--- config.mk ---
export PLATFORM = sky130hd
export DESIGN_NAME = mcd_core
export DESIGN_NICKNAME = d
export VERILOG_FILES = /design/src/core/mcd_pkg.sv /design/src/core/mcd_gen_decode.sv /design/src/core/mcd_adder.sv /design/src/core/mcd_core.sv
export SDC_FILE = /design/constraint.sdc
export NUM_CORES = 1
export LEC_CHECK = 0
export ABC_AREA = 0
export ABC_CLOCK_PERIOD_IN_PS = 6000
export BUFFER_PORTS_ARGS = -buffer_cell sky130_fd_sc_hd__buf_2
export CAP_MARGIN = 10
export CORE_MARGIN = 2
export CORE_UTILIZATION = 45
export CTS_BUF_LIST = sky130_fd_sc_hd__clkbuf_8 sky130_fd_sc_hd__clkbuf_16
export DETAILED_ROUTE_END_ITERATION = 8
export PLACE_DENSITY = 0.68
export SYNTH_ARGS = -nofsm -noshare
export SYNTH_HDL_FRONTEND = slang
export SYNTH_SLANG_ARGS = --single-unit
export TNS_END_PERCENT = 5
--- constraint.sdc ---
create_clock -name clk_sys_i -period 6 [get_ports clk_sys_i]
set_input_delay 0.3 -clock clk_sys_i [delete_from_list [all_inputs] [get_ports clk_sys_i]]
set_output_delay 0.3 -clock clk_sys_i [all_outputs]
set_load 0.02 [all_outputs]
--- src/core/mcd_pkg.sv ---
// package of operand codes, opcode fields and carrier types for the operand decode and add block
package mcd_pkg;

    // ****************************************
    // datapath widths
    // ****************************************
    localparam int MCD_DATA_W = 16;      // alu datapath width
    localparam int MCD_ALU_SEL_W = 3;    // alu operand selector width
    localparam int MCD_GEN_SEL_W = 5;    // general operand selector width
    localparam int MCD_IMM_W = 4;        // immediate field width

    // ****************************************
    // instruction word fields
    // ****************************************
    localparam int MCD_OPC_HI = 15;      // opcode top bit
    localparam int MCD_OPC_LO = 10;      // opcode bottom bit
    localparam int MCD_RES_HI = 9;       // result selector top bit
    localparam int MCD_RES_LO = 7;       // result selector bottom bit
    localparam int MCD_ZERO_BIT = 6;     // must-be-zero bit of the register add
    localparam int MCD_SRC2_HI = 5;      // second source top bit
    localparam int MCD_SRC2_LO = 3;      // second source bottom bit
    localparam int MCD_IMM_HI = 6;       // immediate top bit
    localparam int MCD_IMM_LO = 3;       // immediate bottom bit
    localparam int MCD_SRC1_HI = 2;      // first source top bit
    localparam int MCD_SRC1_LO = 0;      // first source bottom bit

    localparam logic [5:0] MCD_OPC_ADD = 6'h0A;   // register-register add (001010)
    localparam logic [5:0] MCD_OPC_ADDI = 6'h06;  // register-immediate add (000110)

    // ****************************************
    // alu operand set codes
    // ****************************************
    localparam logic [2:0] MCD_ALU_IMMEDIATE = 3'h5;  // immediate register
    localparam logic [2:0] MCD_ALU_MUL_HIGH = 3'h6;   // multiply high
    localparam logic [2:0] MCD_ALU_MUL_LOW = 3'h7;    // multiply low
    localparam int MCD_ALU_REG_COUNT = 8;              // registers in the alu set

    // ****************************************
    // general operand set codes
    // ****************************************
    localparam logic [4:0] MCD_GEN_ARITH = 5'h08;       // arithmetic register
    localparam logic [4:0] MCD_GEN_AUX = 5'h09;         // auxiliary register
    localparam logic [4:0] MCD_GEN_JUMP_FIRST = 5'h0A;  // first jump register
    localparam logic [4:0] MCD_GEN_JUMP_SECOND = 5'h0B; // second jump register
    localparam logic [4:0] MCD_GEN_COUNTER = 5'h0C;     // counters one to four start
    localparam logic [4:0] MCD_GEN_COUNT_END = 5'h10;   // end-of-count one to four start
    localparam logic [4:0] MCD_GEN_FLAG = 5'h14;        // flag register
    localparam logic [4:0] MCD_GEN_CONTROL = 5'h15;     // control register
    localparam logic [4:0] MCD_GEN_STATUS = 5'h16;      // status bits register
    localparam logic [4:0] MCD_GEN_SPI_DATA = 5'h17;    // spi data register
    localparam logic [4:0] MCD_GEN_DAC = 5'h18;         // threshold dacs start
    localparam logic [4:0] MCD_GEN_SPI_ADDR = 5'h1D;    // spi address register
    localparam logic [4:0] MCD_GEN_IRQ_STATUS = 5'h1E;  // interrupt status register
    localparam logic [4:0] MCD_GEN_CHANNEL = 5'h1F;     // other-channel communication

    // ****************************************
    // reset values
    // ****************************************
    localparam logic [15:0] MCD_REG_RESET = 16'h0000;  // alu register reset value

    // ****************************************
    // carrier types
    // ****************************************
    // register classes a general operand can name
    typedef enum logic [3:0] {
        MCD_CLS_ALU = 4'h0,
        MCD_CLS_ARITH = 4'h1,
        MCD_CLS_AUX = 4'h2,
        MCD_CLS_JUMP = 4'h3,
        MCD_CLS_COUNTER = 4'h4,
        MCD_CLS_COUNT_END = 4'h5,
        MCD_CLS_FLAG = 4'h6,
        MCD_CLS_CONTROL = 4'h7,
        MCD_CLS_STATUS = 4'h8,
        MCD_CLS_SPI_DATA = 4'h9,
        MCD_CLS_DAC = 4'hA,
        MCD_CLS_SPI_ADDR = 4'hB,
        MCD_CLS_IRQ_STATUS = 4'hC,
        MCD_CLS_CHANNEL = 4'hD
    } mcd_class_type;

    // decoded general operand: class and index within the class
    typedef struct packed {
        mcd_class_type cls;
        logic [2:0] index;
    } mcd_gen_sel_type;

    // condition flags produced by an addition
    typedef struct packed {
        logic carry;
        logic result_zero_flag;
        logic result_negative_flag;
        logic unsigned_underflow_flag;
        logic unsigned_overflow_flag;
        logic signed_underflow_flag;
        logic signed_overflow_flag;
    } mcd_flags_type;

    // decoded addition instruction
    typedef struct packed {
        logic is_add;
        logic is_addi;
        logic [2:0] res_sel;
        logic [2:0] src1_sel;
        logic [2:0] src2_sel;
        logic [3:0] imm;
    } mcd_instr_type;

endpackage

--- src/core/mcd_gen_decode.sv ---
// decoder of the 5-bit general operand set and the 1-bit jump operand set
`timescale 1ns/1ps

module mcd_gen_decode
    import mcd_pkg::*;
(
    input wire logic [4:0] gen_code_i,         // general operand code
    input wire logic jump_code_i,              // jump operand code
    output mcd_gen_sel_type gen_sel_o,         // decoded class and index
    output logic [1:0] jump_onehot_o           // bit0 first, bit1 second jump register
);

    // ****************************************
    // general operand set
    // ****************************************
    // ranges are compared on the upper bits, index taken from the low bits
    always_comb
    begin
        gen_sel_o.index = gen_code_i[2:0];
        if (gen_code_i[4:3] == 2'h0)
        begin
            gen_sel_o.cls = MCD_CLS_ALU;
        end
        else if (gen_code_i == MCD_GEN_ARITH)
        begin
            gen_sel_o.cls = MCD_CLS_ARITH;
        end
        else if (gen_code_i == MCD_GEN_AUX)
        begin
            gen_sel_o.cls = MCD_CLS_AUX;
        end
        else if (gen_code_i[4:1] == MCD_GEN_JUMP_FIRST[4:1])
        begin
            gen_sel_o.cls = MCD_CLS_JUMP;
            gen_sel_o.index = {2'h0, gen_code_i[0]};
        end
        else if (gen_code_i[4:2] == MCD_GEN_COUNTER[4:2])
        begin
            gen_sel_o.cls = MCD_CLS_COUNTER;
            gen_sel_o.index = {1'h0, gen_code_i[1:0]};
        end
        else if (gen_code_i[4:2] == MCD_GEN_COUNT_END[4:2])
        begin
            gen_sel_o.cls = MCD_CLS_COUNT_END;
            gen_sel_o.index = {1'h0, gen_code_i[1:0]};
        end
        else if (gen_code_i == MCD_GEN_FLAG)
        begin
            gen_sel_o.cls = MCD_CLS_FLAG;
        end
        else if (gen_code_i == MCD_GEN_CONTROL)
        begin
            gen_sel_o.cls = MCD_CLS_CONTROL;
        end
        else if (gen_code_i == MCD_GEN_STATUS)
        begin
            gen_sel_o.cls = MCD_CLS_STATUS;
        end
        else if (gen_code_i == MCD_GEN_SPI_DATA)
        begin
            gen_sel_o.cls = MCD_CLS_SPI_DATA;
        end
        else if (gen_code_i == MCD_GEN_SPI_ADDR)
        begin
            gen_sel_o.cls = MCD_CLS_SPI_ADDR;
        end
        else if (gen_code_i == MCD_GEN_IRQ_STATUS)
        begin
            gen_sel_o.cls = MCD_CLS_IRQ_STATUS;
        end
        else if (gen_code_i == MCD_GEN_CHANNEL)
        begin
            gen_sel_o.cls = MCD_CLS_CHANNEL;
        end
        else
        begin
            // remaining codes 11000..11100 are the five threshold dacs
            gen_sel_o.cls = MCD_CLS_DAC;
            gen_sel_o.index = 3'(gen_code_i - MCD_GEN_DAC);
        end
    end

    // ****************************************
    // jump operand set
    // ****************************************
    assign jump_onehot_o = jump_code_i ? 2'h2 : 2'h1;

endmodule

--- src/core/mcd_adder.sv ---
// 16-bit adder with condition flag generation
`timescale 1ns/1ps

module mcd_adder
    import mcd_pkg::*;
#(
    parameter int DATA_W = MCD_DATA_W                // datapath width
)
(
    input wire logic [DATA_W-1:0] a_i,               // first addend
    input wire logic [DATA_W-1:0] b_i,               // second addend
    output logic [DATA_W-1:0] sum_o,                 // truncated sum
    output mcd_flags_type flags_o                    // condition flags
);

    // ****************************************
    // sum and flags
    // ****************************************
    logic [DATA_W:0] wide_sum;  // sum with carry
    logic signed_ovf;           // two positives gave a negative
    logic signed_unf;           // two negatives gave a positive

    // an addition can only overflow upward unsigned, so underflow stays low
    always_comb
    begin
        wide_sum = {1'b0, a_i} + {1'b0, b_i};
        sum_o = wide_sum[DATA_W-1:0];
        signed_ovf = !a_i[DATA_W-1] && !b_i[DATA_W-1] && wide_sum[DATA_W-1];
        signed_unf = a_i[DATA_W-1] && b_i[DATA_W-1] && !wide_sum[DATA_W-1];
        flags_o.carry = wide_sum[DATA_W];
        flags_o.result_zero_flag = (wide_sum[DATA_W-1:0] == '0);
        flags_o.result_negative_flag = wide_sum[DATA_W-1];
        flags_o.unsigned_underflow_flag = 1'b0;
        flags_o.unsigned_overflow_flag = wide_sum[DATA_W];
        flags_o.signed_underflow_flag = signed_unf;
        flags_o.signed_overflow_flag = signed_ovf;
    end

endmodule

--- src/core/mcd_core.sv ---
// operand decode and addition datapath of the microcore
// Function
// - direct mode fields decode as register selectors
// - alu set: r0..r4, immediate, mul high, low
// - general set low codes: alu, arith, aux, jumps
// - general set: counters and end-of-count registers
// - general set: flag, control, status, spi data
// - general set: dacs, spi address, irq, channel
// - jump operand picks first or second register
// - register add sums two alu sources
// - register add word layout, opcode 001010
// - immediate add: 4-bit constant plus source
// - immediate add word layout, opcode 000110
// - both adds update all seven condition flags
// - execution takes one clock cycle
`timescale 1ns/1ps

module mcd_core
    import mcd_pkg::*;
#(
    parameter int DATA_W = MCD_DATA_W                   // datapath width
)
(
    input wire logic clk_sys_i,                         // microcore clock
    input wire logic srst_i,                            // synchronous reset, high
    input wire logic instr_valid_i,                     // instruction word present
    input wire logic [15:0] instr_i,                    // instruction word
    input wire logic [4:0] gen_code_i,                  // general operand code to decode
    input wire logic jump_code_i,                       // jump operand code to decode
    input wire logic alu_load_i,                        // external load of an alu register
    input wire logic [2:0] alu_load_sel_i,              // alu register to load
    input wire logic [DATA_W-1:0] alu_load_data_i,      // load data
    output logic [DATA_W-1:0] alu_regs_o [MCD_ALU_REG_COUNT], // alu register contents
    output mcd_flags_type flags_o,                      // condition flags
    output logic done_o,                                // add executed, one-cycle pulse
    output logic illegal_o,                             // word was not an add, one-cycle pulse
    output mcd_gen_sel_type gen_sel_o,                  // registered general decode
    output logic [1:0] jump_sel_o                       // registered jump decode
);

    // ****************************************
    // state
    // ****************************************
    typedef struct packed {
        logic [MCD_ALU_REG_COUNT-1:0][DATA_W-1:0] regs; // alu register file
        mcd_flags_type flags;                            // condition flags
        logic done;                                      // add completion pulse
        logic illegal;                                   // non-add word pulse
        mcd_gen_sel_type gen_sel;                        // general decode
        logic [1:0] jump_sel;                            // jump decode
    } mcd_state_type;

    mcd_state_type state_reg;   // registered state
    mcd_state_type state_next;  // next state

    // ****************************************
    // decode
    // ****************************************
    mcd_instr_type dec;                  // decoded instruction
    mcd_gen_sel_type gen_sel_comb;       // combinational general decode
    logic [1:0] jump_comb;               // combinational jump decode
    logic [DATA_W-1:0] op_a;             // first addend
    logic [DATA_W-1:0] op_b;             // second addend
    logic [DATA_W-1:0] sum;              // adder result
    mcd_flags_type add_flags;            // adder flags

    // field extraction; bit 6 must be zero for the register form
    always_comb
    begin
        dec.is_add = (instr_i[MCD_OPC_HI:MCD_OPC_LO] == MCD_OPC_ADD)
            && !instr_i[MCD_ZERO_BIT];
        dec.is_addi = (instr_i[MCD_OPC_HI:MCD_OPC_LO] == MCD_OPC_ADDI);
        dec.res_sel = instr_i[MCD_RES_HI:MCD_RES_LO];
        dec.src2_sel = instr_i[MCD_SRC2_HI:MCD_SRC2_LO];
        dec.imm = instr_i[MCD_IMM_HI:MCD_IMM_LO];
        dec.src1_sel = instr_i[MCD_SRC1_HI:MCD_SRC1_LO];
    end

    // alu-set selection indexes the register file directly: codes 0..4 are
    // general registers, 5 immediate, 6 multiply high, 7 multiply low
    always_comb
    begin
        op_a = state_reg.regs[dec.src1_sel];
        if (dec.is_addi)
        begin
            op_b = DATA_W'(dec.imm);
        end
        else
        begin
            op_b = state_reg.regs[dec.src2_sel];
        end
    end

    mcd_adder #(
        .DATA_W(DATA_W)
    ) u_adder (
        .a_i(op_a),
        .b_i(op_b),
        .sum_o(sum),
        .flags_o(add_flags)
    );

    mcd_gen_decode u_gen_decode (
        .gen_code_i(gen_code_i),
        .jump_code_i(jump_code_i),
        .gen_sel_o(gen_sel_comb),
        .jump_onehot_o(jump_comb)
    );

    // ****************************************
    // next state
    // ****************************************
    // sources are read from the old register value, so in-place add is safe;
    // an add to the same register as a load in one cycle wins over the load
    always_comb
    begin
        state_next = state_reg;
        state_next.done = 1'b0;
        state_next.illegal = 1'b0;
        state_next.gen_sel = gen_sel_comb;
        state_next.jump_sel = jump_comb;
        if (alu_load_i)
        begin
            state_next.regs[alu_load_sel_i] = alu_load_data_i;
        end
        if (instr_valid_i)
        begin
            if (dec.is_add || dec.is_addi)
            begin
                state_next.regs[dec.res_sel] = sum;
                state_next.flags = add_flags;
                state_next.done = 1'b1;
            end
            else
            begin
                state_next.illegal = 1'b1;
            end
        end
    end

    // ****************************************
    // registers
    // ****************************************
    always_ff @(posedge clk_sys_i)
    begin
        if (srst_i)
        begin
            state_reg.regs <= {MCD_ALU_REG_COUNT{DATA_W'(MCD_REG_RESET)}};
            state_reg.flags <= '0;
            state_reg.done <= 1'b0;
            state_reg.illegal <= 1'b0;
            state_reg.gen_sel <= '{cls: MCD_CLS_ALU, index: 3'h0};
            state_reg.jump_sel <= 2'h1;
        end
        else
        begin
            state_reg <= state_next;
        end
    end

    // ****************************************
    // outputs
    // ****************************************
    genvar gi;
    generate
        for (gi = 0; gi < MCD_ALU_REG_COUNT; gi++)
        begin : g_out
            assign alu_regs_o[gi] = state_reg.regs[gi];
        end
    endgenerate

    assign flags_o = state_reg.flags;
    assign done_o = state_reg.done;
    assign illegal_o = state_reg.illegal;
    assign gen_sel_o = state_reg.gen_sel;
    assign jump_sel_o = state_reg.jump_sel;

endmodule

Word level (Yosys, flattened, before mapping):

Cells that the tools add are included.

* add/subtract/negate cells: 2
* order comparisons: 6
* equality and inequality tests: 14
* multiplexer cells: 38
* bitwise logic cells: 1
* reductions and logical operators: 20

Operators by type and width (count)
* 128-bit bitwise mux: 2
* 137-bit two-way mux: 1
* 136-bit two-way mux: 1
* 128-bit two-way mux: 1
* 16-bit binary-select mux with 3-bit select: 2
* 16-bit demux with 3-bit select: 2
* 16-bit two-way mux: 5
* 3-bit two-way mux: 13
* 5-bit equality test (second input constant): 7
* 16-bit by 16-bit adder with 17-bit output: 1
* 16-bit logical NOT: 1
* 3-bit by 4-bit < comparator with 1-bit output (second input constant): 4
* 4-bit two-way mux: 4
* 6-bit two-way mux: 2
* 5-bit by 4-bit equality test with 1-bit output (second input constant): 2
* 9-bit OR reduction: 1
* 1-bit logical AND: 7
* 6-bit by 3-bit equality test with 1-bit output (second input constant): 1
* 6-bit by 4-bit equality test with 1-bit output (second input constant): 1
* 3-bit by 1-bit greater-or-equal comparator with 1-bit output (second input constant): 2
* 5-bit two-way mux: 1
* 5-bit OR reduction: 1
* 4-bit by 3-bit equality test with 1-bit output (second input constant): 1
* 1-bit logical NOT: 4
* 11 further kinds: 14

* bits in registers: 144
* input bits: 45
* output and inout port bits: 146
* word-level logic and storage cells: 102

Depth between registers and ports, before layout:

Gate-level depths: netlist of the first run.

* word-level depth: 14
* gate-level depth with buffers: 16
* mapped depth without buffers: 15

By module:

A second synthesis of the first run with hierarchy kept.

* cell total of the unflattened synthesis: 1017
* area total of the unflattened synthesis: 10644.0 um^2

Modules (own cells, without submodules)
* mcd_core: times used 1, cells each 841, area an instance 9397.8 um^2, seq. area each 2922.8 um^2
* mcd_adder: times used 1, cells each 154, area an instance 1112.3 um^2, seq. area each 0.0 um^2
* mcd_gen_decode: times used 1, cells each 22, area an instance 133.9 um^2, seq. area each 0.0 um^2

Least setup slack after synthesis of the first run:

OpenSTA, ideal clock, no wires.

* kind: input to register
* start point: input port instr_i[1]
* end point: register state_reg, in the netlist flags_o[5]
* library setup time: 0.070 ns
* arrival: 4.598 ns
* data required time: 5.930 ns
* path slack: 1.332 ns
* stages on the path: 16
* path buffers: 3
* cell sequence: clkbuf_1 > clkbuf_1 > buf_1 > mux4_2 > mux2_2 > ha_1 > inv_1 > fa_1 > nor2b_4 > o21ai_0 > a21oi_2 > or4b_1 > or4b_1 > or4_1 > or4_1 > o21ai_1

* cells in the longest elaborated chain, start to end: 4

Ends and longest elaborated chain
* start: declaration: RTL line mcd_core.sv:27 `input wire logic [15:0] instr_i,`
* 16-bit binary-select mux with 3-bit select: RTL line mcd_core.sv:83 `op_a = state_reg.regs[dec.src1_sel];`
* 16-bit two-way mux (implied by the code): RTL line mcd_core.sv:83
* 16-bit by 16-bit adder with 17-bit output: RTL line mcd_adder.sv:26 `wide_sum = {1'b0, a_i} + {1'b0, b_i};`
* 16-bit logical NOT: RTL line mcd_adder.sv:31 `flags_o.result_zero_flag = (wide_sum[DATA_W-1:0] == '0);`
* end signal: assignment: RTL line mcd_core.sv:157 `state_reg <= state_next;`
* end: declaration: RTL line mcd_core.sv:53 `mcd_state_type state_reg;`

No other way between the ends. The select of a mux whose other input is x is not followed.
A chain may end at the register's enable or synchronous reset.

Final worst setup path of the first run:

* start point: input port instr_i[0]
* end point: register state_reg, in the netlist flags_o[5]

Same word-level chain as after synthesis.

==> results of run 1 <==
==> cells in the mapped netlist, types with 6 or more instances <==
cell / instances / area (um^2)
mux4_2: 64 / 1440
a21oi_1: 21 / 105
nor2_1: 146 / 548
nor2b_1: 24 / 150
buf_1: 29 / 109
ha_1: 17 / 213
mux2_2: 22 / 248
dfxtp_1: 144 / 2880
nor3_1: 6 / 30.0
a21o_1: 10 / 75.1
xnor2_1: 8 / 70.1
mux2i_1: 115 / 1150
nand3_1: 7 / 35.0
inv_1: 15 / 56.3
nand2_1: 24 / 90.1
clkbuf_1: 67 / 251
a211oi_1: 143 / 1070
o21ai_0: 10 / 50.1
==> through the flow <==
step / total power, mW / setup WS [ns] / std cells / cell area [um^2] / hold WS (ns)
2_1_floorplan: 1.24 / 1.33 / 945 / 9150 / 0.417
3_3_place_gp: 1.33 / 1.40 / 1326 / 10200 / 0.440
3_5_place_dp: 1.34 / 1.32 / 1326 / 10200 / 0.450
4_1_cts: 2.46 / 1.77 / 1357 / 10900 / 0.109
5_1_grt: 2.53 / 1.51 / 1358 / 10900 / 0.136
6_report: 2.46 / 1.72 / 1358 / 10900 / 0.119
==> how the worst min path moves through the flow <==
stage	start	end	slack [ns]	cells after the start
floorplan	gen_code_i[1]	gen_sel_o[4]	0.42	1
detailed placement	flags_o[0]	flags_o[0]	0.45	2
finish	gen_code_i[0]	gen_sel_o[0]	0.12	2
CTS	gen_code_i[0]	gen_sel_o[0]	0.11	2
global placement	flags_o[0]	flags_o[0]	0.44	2
global route	jump_code_i	jump_sel_o[1]	0.14	2
==> registers in the layout (all words and copies together), names as in the netlist <==
name        flops
alu_regs_o    128
done_o          1
flags_o         5
gen_sel_o       7
illegal_o       1
jump_sel_o      2
==> cell type report <==
type                            count  area share [%]
Multi-Input combinational cell    686            53.8
Sequential cell                   144            26.5
Timing Repair Buffer              211            10.3
Clock buffer                       22            4.55
Tap cell                          270            3.11
Clock inverter                      9            1.21
Inverter                           15           0.518
Antenna cell                        1          0.0230
==> metal layers <==
layer	part of all wire (%)	GRT usage [%]
met1	43	38.9
met2	46	44.6
met3	8.6	5.16
met4	2.6	9.90
met5	0	0
==> power by group <==
| group | switching, mW | internal, mW |
|---|---|---|
| Clock | 0.434 | 0.707 |
| Combinational | 0.193 | 0.123 |
| Sequential | 0.0262 | 0.980 |
| Total | 0.654 | 1.81 |
==> logic make-up (layout without fill, tap and decap cells) <==
logic type | after synthesis | after routing | synth area share [%]
buffers and inverters | 115 | 257 | 4.83
AO/OA/AOI/OAI | 213 | 213 | 16.7
adder cells (fa/ha/maj) | 18 | 18 | 2.54
other | 1 | 2 | 0.0410
flip-flops | 144 | 144 | 31.5
multiplexers | 201 | 201 | 31.1
AND/OR/NAND/NOR | 244 | 244 | 12.4
XOR/XNOR | 9 | 9 | 0.862
==> worst max-delay path: stages <==
cell and delay, ns:
buf_2 0.43, buf_4 0.39, mux4_2 0.53, mux2_2 0.28
ha_1 0.38, o21a_1 0.16, o31a_1 0.16, a21oi_2 0.10
or4b_1 0.48, or4b_1 0.48, or4_1 0.40, or4_1 0.41
o21ai_1 0.12
==> implementation parameters, run 1 <==
Parameter                              Value

Global route
  Initial antenna violation count    2
  Largest net degree at the start of global routing    75
  Congestion Overflow GR    0
  Vias in the first global route    8083
  Total global-route track usage    28.2%
  First-pass GRT wire length    47100 um

Route
  Total DRC errors in the routed layout    0
  Via count    8448
  Remaining number of nets flagged by the antenna check after routing    0
  Routed length per placed instance    22.4 um
  Via density    6.22
  Number of design-rule violations left by the first detailed-router iteration    810
  Pre-Repair DR Iteration Count    6
  Final WL    30400 um

Finish
  Register area    2880 um^2
  Most frequent cells in the layout    buf_2, nor2_1, dfxtp_1
  Multi-input gate area in the final layout    5840 um^2
  Layout cell share with drive strength beyond 1    30.9%
  Number of filler cells placed in the layout    1752
  Most common library cell in the layout ignoring fill and taps    buf_2
  Synthesis-to-finish area growth    18.7%
  Nets    1138
  Final core occ    54.0%

Yosys
  Cell variety after synth    57
  Mapped Nets    1008
  Post-synthesis instance area    9150 um^2
  Number of flops mapped to enable cells by yosys    0
  Total of flip-flops plus latches after synthesis    144
  Async SR Flop Fraction    0%
  Post-Synthesis Cells    945
  Top_reg_cell synth    dfxtp_1
  Sequential-to-total area share from yosys stat    31.5%
  Synth Area per Inst    9.68 um^2
  Yosys warnings    0

STA
  Max Clock Freq    234 MHz
  Final-report hold violation count    0
  Headroom to the max-slew limit    18.3%
  Setup TNS    0 ns
  Post-layout minimum cycle time    4.28 ns
  Final number of max-transition violations    0
  Measured slew at the worst slew-check pin    1.22 ns
  Share of the clock period used by the worst path    71.3%
  Setup repair after global routing missed its margin    false
  Setup violators final    0
  Setup skew after layout    0.0106 ns

Critical path
  CP endpoint kind    flop
  Largest fanout of any net on the critical path    18
  Capture point of the worst path    flags_o[5]
  Endpoint of the worst-slack reg-to-reg timing path    flags_o[5]
  Classification of the worst setup path    in2reg
  WP data required    6.37 ns
  Worst Reg2Reg Path Length in Cells    13
  Arrival time of data at the critical path endpoint    4.65 ns
  R2R Setup Slk    1.95 ns
  Launch point of the worst path    instr_i[0]
  Critical Path Start Type    input pin
  Source of the worst register-to-register timing path    alu_regs_o[0]

Die
  Placeable Area    20100 um^2
  Num rows    52
  Y dimension of the die    147 um
  I/O pin count    191
  Initial cell density of the core    45.5%
  Width of the die    147 um
  Die Outline Area    21500 um^2

Power
  LEAKAGE    4.92 nW
  Power Density    227 nW/um^2
  Max IR drop VDD    0.195 mV

Clock tree
  Insertion delay of the later-clocked pin in the worst-skew pair    0.43 ns
  Clock tree from TritonCTS    done
  Maximum buffer depth of the clock tree    2
  Root buffer cell    clkbuf_16
  Clock buffer count from CTS    17
  CTS H-tree lvls    4
  Number of hold-repair buffers added at the cts stage    0
  Setup fix buffers added after clock tree synthesis    0
  Quantity of gates resized following cts    0
  Sinks on Clock Net    144
  Post-CTS clock slew at the launch and capture registers of the worst setup and hold paths    0.06 ns

Place
  HPWL after detailed placement    21100 um
  Gpl congestion    0.893
  Count of input and output buffers    189

Min path
  Class of the tightest hold or removal check    in2reg

Run
  Max-cap violations    0

Status
  Outcome    finished, final reports clean
No activity file was read; power rests on OpenSTA's default activity.
==> inputs of run 2 (changes only) <==
ABC_AREA = 1   (was 0)
ABC_CLOCK_PERIOD_IN_PS = 4100   (was 6000)
PLACE_DENSITY = 0.67   (was 0.68)
clock period = 4.1 ns   (was 6 ns; I/O delays follow)
==> run 2 against run 1 <==
Against the previous run: die area is 5.5% higher; final area is 4.4% higher; highest routed layer unchanged; routed wire length is 25% higher; worst hold slack worse by 0.10 ns.
==> implementation parameters, run 2 <==
Parameter                              Value

Yosys
  Top_reg_cell synth    dfxtp_1
  Area leader, netlist    dfxtp_1
  Area share of the largest cell type after synthesis    29.8% (-1.7 points)
  Async SR Flop Fraction    0% (unchanged)
  Number of flops mapped to enable cells by yosys    0 (unchanged)
  Largest cells by area after synthesis    dfxtp_1, o21ai_0, a21oi_1
  Synth Area per Inst    6.33 um^2 (-35%)
  Post-Synthesis Cells    1527 (+62%)
  Total of flip-flops plus latches after synthesis    144 (unchanged)
  Post-synthesis instance area    9660 um^2 (+5.7%)
  Yosys warnings    0 (unchanged)
  Most numerous cell types in the synthesized netlist    o21ai_0, nand2_1, a21oi_1
  Mapped Nets    1590 (+58%)
  Most common cell in the netlist    o21ai_0
  Sequential-to-total area share from yosys stat    29.8% (-1.7 points)
  Cell variety after synth    45 (-21%)

Place
  Worst slack at placement    0.197 ns (-1.12 ns)
  Count of input and output buffers    189 (unchanged)
  HPWL after detailed placement    27100 um (+28%)
  Gpl congestion    0.945 (+5.8%)

Die
  Die Outline Area    22700 um^2 (+5.5%)
  Initial cell density of the core    46.0% (+0.48 points)
  I/O pin count    191 (unchanged)
  Width of the die    151 um (+2.7%)
  Num rows    53 (+1.9%)
  Y dimension of the die    151 um (+2.7%)
  Placeable Area    21000 um^2 (+4.6%)

Route
  Wire length on met3    4680 um (+79%)
  Pre-Repair DR Iteration Count    5 (-1)
  Routed length per placed instance    19.5 um (-13%)
  Remaining number of nets flagged by the antenna check after routing    0 (unchanged)
  Met2 wire length    15800 um (+13%)
  Number of design-rule violations left by the first detailed-router iteration    1312 (+62%)
  Top layer in use    met4
  Final WL    37900 um (+25%)
  Via density    5.87 (-5.6%)
  Via count    11400 (+35%)
  Routed metal-1 wirelength    16600 um (+28%)
  Total DRC errors in the routed layout    0 (unchanged)

Finish
  Most common library cell in the layout ignoring fill and taps    o21ai_0
  Number of filler cells placed in the layout    2139 (+22%)
  Max FFs per register    128 (unchanged)
  Nets    1723 (+51%)
  Layout cell share with drive strength beyond 1    16.5% (-14 points)
  Synthesis-to-finish area growth    17.4%
  Most frequent cells in the layout    o21ai_0, nand2_1, buf_2
  Antenna Cells    0 (-1)

Global route
  Vias in the first global route    10000 (+24%)
  Total global-route track usage    33.2% (+5.0 points)
  First-pass GRT wire length    57800 um (+23%)
  Largest net degree at the start of global routing    61 (-19%)
  Initial antenna violation count    0 (-2)
  Congestion Overflow GR    0 (unchanged)

STA
  Post-layout minimum cycle time    3.54 ns
  Setup violators final    0 (unchanged)
  Final number of max-transition violations    0 (unchanged)
  Least setup slack across all paths after layout    0.559 ns (-1.16 ns)
  Setup TNS    0 ns (unchanged)
  Worst hold slack after final layout    0.0159 ns (-0.104 ns)
  Share of the clock period used by the worst path    86.4%
  Headroom to the max-slew limit    28.6% (+10 points)
  Setup skew after layout    0.0114 ns (+0.000748 ns)
  Max Clock Freq    282 MHz
  Setup repair after global routing missed its margin    false
  Measured slew at the worst slew-check pin    1.07 ns (-0.148 ns)
  Final-report hold violation count    0 (unchanged)

Critical path
  Gate family responsible for the most delay along the worst path    simple AND/OR/NAND/NOR gates
  Largest fanout of any net on the critical path    9 (-9)
  Critical-path top delay cell    fa_1
  Highest cell delay on the worst timing path    0.46 ns (-0.07 ns)
  Crit path buf inv count    6 (+4)
  Arrival time of data at the critical path endpoint    3.83 ns (-0.82 ns)
  Critical Path Start Type    input pin
  Classification of the worst setup path    in2reg
  Cell occurring most often along the worst timing path    nand2_1
  WP data required    4.39 ns (-1.98 ns)
  CP endpoint kind    flop

Status
  Outcome    finished, final reports clean

Clock tree
  Insertion delay of the later-clocked pin in the worst-skew pair    0.44 ns (about the same)
  Maximum buffer depth of the clock tree    2 (unchanged)
  Setup fix buffers added after clock tree synthesis    0 (unchanged)
  Post-CTS clock slew at the launch and capture registers of the worst setup and hold paths    0.07 ns (about the same)
  Clock buffer count from CTS    17 (unchanged)
  Sinks on Clock Net    144 (unchanged)
  Clock tree from TritonCTS    done
  Root buffer cell    clkbuf_16
  CTS H-tree lvls    4 (unchanged)

Power
  Power Density    354 nW/um^2 (+56%)
  LEAKAGE    5.45 nW (+11%)
  Max IR drop VDD    0.262 mV (+35%)

Run
  Max-cap violations    0 (unchanged)

Min path
  Class of the tightest hold or removal check    in2reg
-- run 2: cell types whose count changed after synthesis, moves of 36 or more --
cell      delta
o21ai_0    +268
a211oi_1    -88
mux4_2      -64
a21oi_1    +158
o211ai_1    +36
inv_1      +162
mux2i_1    -114
nand2_1    +186
-- run 2: area by class of cell --
type                    instances  area (um^2)  share of cell area, %
inverters                     189          709                   6.25
clock buffers                  19          453                   3.99
flip-flops and latches        144         2880                   25.4
clock inverters                13          150                   1.32
multi-input cells            1091         5620                   49.5
repair buffers                217         1180                   10.4
well taps                     275          344                   3.03
-- run 2: kinds of logic (layout without fill, tap and decap cells) --
| logic type | after synthesis | count (layout) | synth area share, % |
|---|---|---|---|
| AND/OR/NAND/NOR | 451 | 451 | 19.8 |
| multiplexers | 1 | 1 | 0.104 |
| other | 1 | 1 | 0.0388 |
| flip-flops | 144 | 144 | 29.8 |
| XOR/XNOR | 3 | 3 | 0.427 |
| adder cells (fa/ha/maj) | 18 | 18 | 2.41 |
| buffers and inverters | 292 | 438 | 12.1 |
| AO/OA/AOI/OAI | 617 | 617 | 35.3 |
-- run 2: worst reg2reg max path: cells and delay by family, from the launching register on --
family / cells / cell delay [ns]
AND/OR/NAND/NOR: 8 / 0.75
adder cells (fa/ha/maj): 2 / 0.71
AO/OA/AOI/OAI: 4 / 0.54
flip-flops: 1 / 0.40
buffers and inverters: 3 / 0.26
XOR/XNOR: 1 / 0.43
-- run 2: per-stage QoR --
step	power, mW	util [%]	cells	area [um^2]
after detailed placement	2.37	51.0	1915	10700
after global routing	4.17	54.0	1948	11300
after global placement	2.36	51.0	1915	10700
after floorplan	2.05	-	1527	9660
final	4.01	54.0	1948	11300
after CTS	3.98	54.0	1948	11300
-- run 2: timing repair --
item | CTS | global route
gates resized for setup | 0 | 0
hold endpoints to repair | 2 | 0
hold buffers | 1 | 0
-- run 2: path summary, 6_finish.rpt --
path                            slack, ns            from    endpoint  cells after the start
worst min register to register       0.47      flags_o[0]  flags_o[0]                      2
worst max-delay path                 0.56     instr_i[15]  flags_o[5]                     25
worst max register to register       0.86  alu_regs_o[96]  flags_o[5]                     18
worst min-delay path                 0.02   instr_valid_i   illegal_o                      3
-- run 2: routing by layer --
layer / GRT usage, % / vias up
met2: 47.8 / 708
met4: 10.2 / 0
met5: 0 / -
met3: 8.27 / 57
met1: 48.5 / 5234
li1: - / 5440
-- run 2: power by group --
group | switching (mW) | internal [mW] | total [mW]
Clock | 0.697 | 0.941 | 1.64
Sequential | 0.0370 | 1.43 | 1.47
Combinational | 0.646 | 0.257 | 0.903
